<file path="config.mk">
export PLATFORM = sky130hd
export DESIGN_NAME = dswi_top
export DESIGN_NICKNAME = d
export VERILOG_FILES = /design/src/hdl/dswi_pkg.sv /design/src/hdl/dswi_top.sv
export SDC_FILE = /design/constraint.sdc
export NUM_CORES = 1
export LEC_CHECK = 0
export ABC_CLOCK_PERIOD_IN_PS = 2300
export BUFFER_PORTS_ARGS = -buffer_cell sky130_fd_sc_hd__buf_2
export CORE_ASPECT_RATIO = 1.5
export CORE_UTILIZATION = 37
export CTS_CLUSTER_SIZE = 30
export DETAILED_ROUTE_END_ITERATION = 8
export SETUP_SLACK_MARGIN = 0.4
export SYNTH_ARGS = -nofsm -noshare
export SYNTH_HDL_FRONTEND = slang
export SYNTH_SLANG_ARGS = --single-unit
</file>
<file path="constraint.sdc">
create_clock -name sys_clk -period 2.3 [get_ports sys_clk]
set_clock_uncertainty 0.1 [all_clocks]
set_input_delay 0.46 -clock sys_clk [delete_from_list [all_inputs] [get_ports sys_clk]]
set_output_delay 0.46 -clock sys_clk [all_outputs]
set_load 0.02 [all_outputs]
</file>
<file path="src/hdl/dswi_pkg.sv">
// constants and types for the dual serial wiper interface
package dswi_pkg;
  localparam int WIPER_W = 8;
  localparam logic [7:0] MIDSCALE_CODE = 8'h80;
  localparam logic [5:0] ADDR_UPPER = 6'h16;
  localparam int INSTR_MIDSCALE_BIT = 6;
  localparam int INSTR_SHUTDOWN_BIT = 5;
  localparam logic [3:0] BIT_LAST = 4'h7;
  localparam logic [3:0] BIT_ACK = 4'h8;
  localparam int SYNC_W = 3;

  typedef enum logic [2:0] {
    TW_IDLE = 3'b000,
    TW_ADDR = 3'b001,
    TW_INSTR = 3'b010,
    TW_DATA = 3'b011,
    TW_READ = 3'b100,
    TW_IGNORE = 3'b101
  } dswi_tw_e;
endpackage : dswi_pkg

</file>
<file path="src/hdl/dswi_top.sv">
// dual serial wiper interface: shift mode and two-wire slave mode
`timescale 1ns/1ps
////////////////////////////////////////////////////////////////////////////////
// Operation
// - select pin low shift mode, high two-wire
// - shift word eight bits msb first
// - strobe low shifts input each clock rise
// - strobe rise copies shift register to wiper
// - excess bits keep last eight only
// - shifted-out bits leave on open-drain chain output
// - two chained: first byte goes downstream
// - address upper six fixed, lsb from strap
// - ack on match, stay off bus otherwise
// - direction bit high read, low write
// - instruction byte follows address in write
// - midscale command overwrites wiper with midscale
// - shutdown keeps register, still accepts writes
// - data byte after instruction loads wiper
// - data changes only while clock low
// - read returns wiper right after address ack
// - device detects start and stop conditions
// - further write bytes update under same instruction
// - further read bytes return wiper again
// - midscale code is 80 hex
// - reset presets wiper to midscale
////////////////////////////////////////////////////////////////////////////////
module dswi_top (
  input wire logic sys_clk,
  input wire logic rst,
  input wire logic interface_select,
  input wire logic serial_clk,
  input wire logic shift_in,
  input wire logic load_strobe_n,
  input wire logic addr_strap_bit,
  output logic chain_out_oe,
  output logic sda_out,
  output logic sda_oe,
  output logic [7:0] wiper_register,
  output logic shutdown,
  output logic term_a_open
);
  typedef struct packed {
    logic [2:0] clk_s;
    logic [2:0] dat_s;
    logic [2:0] ld_s;
    logic [2:0] sel_s;
    logic [2:0] strap_s;
    logic clk_q;
    logic dat_q;
    logic ld_q;
    logic sel_q;
    logic strap_q;
    logic [7:0] shreg;
    logic chain_oe;
    logic [7:0] wiper;
    logic sd;
    logic midscale_mode;
    dswi_pkg::dswi_tw_e tw;
    logic [3:0] bitcnt;
    logic [7:0] rx;
    logic [7:0] tx;
    logic is_read;
    logic host_nack;
    logic sda_o;
    logic sda_en;
  } dswi_state_s;

  dswi_state_s st;
  dswi_state_s next_st;
  logic clk_rise;
  logic clk_fall;
  logic ld_rise;
  logic start_c;
  logic stop_c;
  logic tw_active;
  logic addr_hit;
  logic [3:0] ack_end;

  // a change counts only once stages two and three agree
  always_comb begin
    clk_rise = (st.clk_s[2] == st.clk_s[1]) && st.clk_s[1] && !st.clk_q;
    clk_fall = (st.clk_s[2] == st.clk_s[1]) && !st.clk_s[1] && st.clk_q;
    ld_rise = (st.ld_s[2] == st.ld_s[1]) && st.ld_s[1] && !st.ld_q;
    start_c = st.sel_q && st.clk_q && (st.dat_s[2] == st.dat_s[1]) && !st.dat_s[1] && st.dat_q;
    stop_c = st.sel_q && st.clk_q && (st.dat_s[2] == st.dat_s[1]) && st.dat_s[1] && !st.dat_q;

    // idle and ignore states never touch the bus
    tw_active = (st.tw != dswi_pkg::TW_IDLE) && (st.tw != dswi_pkg::TW_IGNORE);

    // byte is address plus direction: top seven bits are the address
    addr_hit = (st.rx[7:2] == dswi_pkg::ADDR_UPPER) && (st.rx[1] == st.strap_q);

    // bit count after the rising edge of the acknowledge clock
    ack_end = dswi_pkg::BIT_ACK + 4'h1;
  end

  ////////////////////////////////////////////////////////////////////////////
  always_comb begin
    next_st = st;
    next_st.clk_s = {st.clk_s[1:0], serial_clk};
    next_st.dat_s = {st.dat_s[1:0], shift_in};
    next_st.ld_s = {st.ld_s[1:0], load_strobe_n};
    next_st.sel_s = {st.sel_s[1:0], interface_select};
    next_st.strap_s = {st.strap_s[1:0], addr_strap_bit};
    if (st.clk_s[2] == st.clk_s[1]) begin
      next_st.clk_q = st.clk_s[1];
    end

    if (st.dat_s[2] == st.dat_s[1]) begin
      next_st.dat_q = st.dat_s[1];
    end

    if (st.ld_s[2] == st.ld_s[1]) begin
      next_st.ld_q = st.ld_s[1];
    end

    if (st.sel_s[2] == st.sel_s[1]) begin
      next_st.sel_q = st.sel_s[1];
    end

    if (st.strap_s[2] == st.strap_s[1]) begin
      next_st.strap_q = st.strap_s[1];
    end

    // open-drain data line: only ever pulled low
    next_st.sda_o = 1'b0;

    ////////////////////////////////////////////////////////////////////////////
    if (!st.sel_q) begin
      // shift mode: no two-wire activity
      next_st.tw = dswi_pkg::TW_IDLE;
      next_st.sda_en = 1'b0;
      next_st.bitcnt = 4'h0;

      if (clk_rise && !st.ld_q) begin
        next_st.shreg = {st.shreg[6:0], st.dat_q};
        next_st.chain_oe = !st.shreg[7];
      end

      if (ld_rise) begin
        next_st.wiper = st.shreg;
      end
    end else begin
      // chain output released in two-wire mode
      next_st.chain_oe = 1'b0;

      //////////////////////////////////////////////////////////////////////////
      // rising clock: sample the line and count bits
      if (clk_rise && tw_active) begin
        if (st.bitcnt < dswi_pkg::BIT_ACK) begin
          next_st.rx = {st.rx[6:0], st.dat_q};
          next_st.bitcnt = st.bitcnt + 4'h1;
        end else if (st.bitcnt == dswi_pkg::BIT_ACK) begin
          // ninth bit: host level kept for the read path
          next_st.host_nack = st.dat_q;
          next_st.bitcnt = ack_end;
        end else begin
          next_st.bitcnt = st.bitcnt;
        end
      end

      //////////////////////////////////////////////////////////////////////////
      // falling clock: outputs move only while the clock is low
      if (clk_fall && tw_active) begin
        if (st.bitcnt < dswi_pkg::BIT_ACK) begin
          // the fall right after a start finds a zero count and does nothing
          if (st.tw == dswi_pkg::TW_READ && st.bitcnt != 4'h0) begin
            next_st.tx = {st.tx[6:0], 1'b0};
            next_st.sda_en = !st.tx[6];
          end
        end else if (st.bitcnt == dswi_pkg::BIT_ACK) begin
          // eight bits in: start of the acknowledge clock
          next_st.sda_en = 1'b0;
          case (st.tw)
            dswi_pkg::TW_ADDR: begin
              if (addr_hit) begin
                next_st.sda_en = 1'b1;
                next_st.is_read = st.rx[0];
              end else begin
                next_st.tw = dswi_pkg::TW_IGNORE;
              end
            end

            dswi_pkg::TW_INSTR: begin
              next_st.sda_en = 1'b1;
              // msb and five low bits are don't care
              next_st.midscale_mode = st.rx[dswi_pkg::INSTR_MIDSCALE_BIT];
              next_st.sd = st.rx[dswi_pkg::INSTR_SHUTDOWN_BIT];
              if (st.rx[dswi_pkg::INSTR_MIDSCALE_BIT]) begin
                next_st.wiper = dswi_pkg::MIDSCALE_CODE;
              end
            end

            dswi_pkg::TW_DATA: begin
              next_st.sda_en = 1'b1;
              // midscale command holds the wiper at midscale
              if (st.midscale_mode) begin
                next_st.wiper = dswi_pkg::MIDSCALE_CODE;
              end else begin
                next_st.wiper = st.rx;
              end
            end

            dswi_pkg::TW_READ: begin
              // host owns the acknowledge bit of a read
              next_st.sda_en = 1'b0;
            end

            default: begin
              next_st.sda_en = 1'b0;
            end
          endcase
        end else begin
          // end of the acknowledge clock
          next_st.sda_en = 1'b0;
          next_st.bitcnt = 4'h0;
          case (st.tw)
            dswi_pkg::TW_ADDR: begin
              if (st.is_read) begin
                next_st.tw = dswi_pkg::TW_READ;
              end else begin
                next_st.tw = dswi_pkg::TW_INSTR;
              end
            end

            dswi_pkg::TW_INSTR: begin
              next_st.tw = dswi_pkg::TW_DATA;
            end

            dswi_pkg::TW_READ: begin
              // host nack ends the read; drive nothing until the next start or stop
              if (st.host_nack) begin
                next_st.tw = dswi_pkg::TW_IGNORE;
              end
            end

            default: begin
              // instruction stays for every further data byte
              next_st.tw = st.tw;
            end
          endcase

          if (next_st.tw == dswi_pkg::TW_READ) begin
            next_st.tx = st.wiper;
            next_st.sda_en = !st.wiper[7];
          end
        end
      end

      //////////////////////////////////////////////////////////////////////////
      // start and stop win over any bit activity in the same cycle
      if (start_c) begin
        next_st.tw = dswi_pkg::TW_ADDR;
        next_st.bitcnt = 4'h0;
        next_st.is_read = 1'b0;
        next_st.host_nack = 1'b0;
        next_st.sda_en = 1'b0;
      end else if (stop_c) begin
        next_st.tw = dswi_pkg::TW_IDLE;
        next_st.bitcnt = 4'h0;
        next_st.sda_en = 1'b0;
      end
    end
  end

  // strobe and clock both need edges, so all inputs pass the same filter
  always_ff @(posedge sys_clk or posedge rst) begin
    if (rst) begin
      st <= '0;
      st.clk_s <= 3'h0;
      st.ld_s <= 3'h7;
      st.ld_q <= 1'b1;
      st.dat_s <= 3'h7;
      st.dat_q <= 1'b1;
      st.wiper <= dswi_pkg::MIDSCALE_CODE;
      st.tw <= dswi_pkg::TW_IDLE;
    end else begin
      st <= next_st;
    end
  end

  always_comb begin
    chain_out_oe = st.chain_oe;
    sda_out = st.sda_o;
    sda_oe = st.sda_en;
    wiper_register = st.wiper;
    shutdown = st.sd;
    term_a_open = st.sd;
  end
endmodule : dswi_top

</file>
==> metrics.yaml <==
outcome: "finished, final reports clean"
coreArea_mm2: 0.007710
grt_pass1_vias: 1962
track_usage: 0.1576
vias: 2027
grt_first_pass_wirelength_um: 9653
start_util: 0.3877
final_nets: 306
path_max_fanout: 7
io_buffers: 18
netlist_top_cells_count: "dfrtp_1 (55), mux2_2 (23), nor2_1 (19), a21oi_1 (16), nand2_1 (15)"
setup_viol: 0
synth-xor-area-share: 0.01172
synthFlopType: "dfrtp_1"
slew_viol_final: 0
p_leak_nw: 1.631
drive_gt1_frac: 0.3913
antennaDiodeCount: 0
min_path_type: "in -> async"
synth_top_area_frac: 0.4604
root_buffer: "clkbuf_16"
drt_iter0_drc: 86
swShare: 0.2375
critPathKind: "reg -> reg"
maxSlewHeadroom: 0.5721
fill_cells: 734
fin_tns_setup_ns: 0
multi_input_area_mm2: 0.001318
yosysMostFrequentCell: "dfrtp_1"
final_cells: 401
numClockSinks: 64
synth_area_per_cell_um2: 11.45
critPathLaunchType: "register"
cts_hold_buf: 0
dp.final_hpwl_um: 4077
seq_area_frac_synth: 0.5396
area_growth_syn_to_layout_pct: 24.11
setup.worst_path.start: "st[26]$_DFFE_PP0P_"
r2r_start: "st[26]$_DFFE_PP0P_"
yosysUniqueCellTypes: 46
vias_per_cell: 5.055
rr_endpoint: "st[8]$_DFFE_PP0P_"
synth_top_family_by_area: "simple AND/OR/NAND/NOR gates"
slowest_delay_ns: 0.42
arrival_ns: 2.07
place_inst: 372
synth-edff-count: 0
synth-compound-area-share: 0.1009
clkPwrFrac: 0.470
p_switching_w: 0.0007426
clk_latency_ns: 0.33
postRouteAntennaNets: 0
p_per_area_mw_per_mm2: 842.9
yosys.area_share.adder: 0.03098
p_seq_frac: 0.427
grt_max_degree: 29
ys_warn_count: 0
synthCells: 261
fin_crit_ns: 1.956
grt_antenna_before_repair: 0
r2r_cells: 6
cp_data_required_time_ns: 2.41
path_cells: "buf_4, xor2_1, o21ai_2, o21a_1, a211o_4, mux2_4"
r2r_slack_ns: 0.34
peakVddDrop_mv: 0.4423
synthSimpleGateAreaFrac: 0.1381
place_ws_ns: 0.1958
clockBufferDepth: 2
ios: 20
syn-num-nets: 273
worst_setup_path_end_kind: "register"
syn_area_mm2: 0.002989
synth.area.mux_share: 0.1218
worst_slew_pin_slew_ns: 0.6405
place_congestion: 0.8714
fmax_ghz: 0.5111
pwr-share-comb: 0.103
die_h_um: 112.1
routedWlPerCell_um: 14.77
overflow: 0
rsz0062_at_grt: "true"
drt_pre_antenna_iters: 4
cts_made_buffers: 9
critPathSlowestCell: "dfrtp_2"
period_share: 0.8506
p_total_w: 0.003127
synth-seq-cells: 64
htree_levels: 3
seqCellArea_mm2: 0.001615
postSynth.asyncResetShare: 1.000
drc: 0
dieArea_mm2: 0.008449
synth.largest_area_cell: "dfrtp_1"
synth_area_leaders: "dfrtp_1 (46%), mux2_2 (8.7%), dfstp_2 (7.9%), buf_4 (2.8%), a21oi_1 (2.7%)"
p_int_w: 0.002384
cts_tree: "done"
wl_um: 5922
maxCapViolations: 0
clk_pin_slew_worst_paths_ns: 0.05
hold_violations: 0
num_rows: 39
final.setup.worst_slack_ns: 0.3436
die_w_um: 75.39
repair_timing:
| item | CTS | global route |
|---|---|---|
| endpoints found under the setup margin | 25 | 27 |
| pin swaps | 5 | 11 |
| resized for setup | 9 | 15 |
| buffers inserted | 7 | 6 |
| gates cloned | 0 | 0 |
routing by layer:
layer  track usage  up-vias  routed length [um]
li1              -      984                   -
met1        0.1924      995                2555
met2        0.2423       34                2991
met3       0.04309       14                 177
met4       0.09506        0                 197
met5             0        -                   0
power by group through the flow:
stage                     Clock, W  Sequential [W]  Combinational [W]
after detailed placement         0         0.00135           0.000316
after global routing       0.00156         0.00135           0.000359
after CTS                  0.00151         0.00134           0.000321
after global placement           0         0.00135           0.000313
after floorplan                  0         0.00132           0.000297
final                      0.00147         0.00133           0.000323
worst max-delay path, delay by kind of cell, from the launching register on:
family | cells | cell delay, ns
AOI/OAI and AO/OA | 3 | 0.62
DFF | 1 | 0.42
muxes | 1 | 0.31
xor gates and xnor gates | 1 | 0.22
buffers and inverters | 1 | 0.16
per-stage QoR:
step	hold WS, ns	instance area [um^2]	util
after floorplan	0.2312	3003	-
after global placement	0.2321	3187	0.4133
after detailed placement	0.2356	3187	0.4133
after CTS	0.1117	3592	0.4659
after global routing	0.1117	3710	0.4812
final	0.1110	3710	0.4812
state kept, by name (all words and copies together) (netlist names):
register / count
wiper_register: 8
chain_out_oe: 1
sda_oe: 1
next_st: 10
st: 43
shutdown: 1
cell usage in the layout, fill, tap and decap left out, types with 5 or more instances in the layout:
cell type and count:
a211oi_1 5, a21oi_1 15, a22oi_1 9, buf_2 18, buf_4 23, clkbuf_16 9, dfrtp_1 53, dfstp_2 9
inv_1 6, mux2_2 23, mux2_4 5, nand2_1 14, nand2b_1 6, nand3_1 6, nor2_1 19, nor3_1 5
o21ai_0 7
final cells by class:
type | count | share of cell area
Clock buffer | 13 | 0.07015
Tap cell | 102 | 0.03440
Clock inverter | 3 | 0.01754
Multi-Input combinational cell | 167 | 0.3551
Inverter | 10 | 0.01113
Timing Repair Buffer | 42 | 0.07622
Sequential cell | 64 | 0.4354
cells by family after synthesis:
kind of cell,after synthesis
multiplexers,31
adder cells (fa/ha/maj),8
AND/OR/NAND/NOR,76
AO/OA/AOI/OAI,47
other,1
XOR/XNOR,4
flip-flops,64
buffers and inverters,30
worst max path at each step:
stage,endpoint,slack (ns)
4_1_cts,st[8]$_DFFE_PP0P_,0.36
5_1_grt,st[8]$_DFFE_PP0P_,0.29
2_1_floorplan,st[5]$_DFFE_PP0P_,0.40
3_5_place_dp,st[8]$_DFFE_PP0P_,0.20
6_report,st[8]$_DFFE_PP0P_,0.34
3_3_place_gp,st[5]$_DFFE_PP0P_,0.21
(Power assumes the default switching activity.)
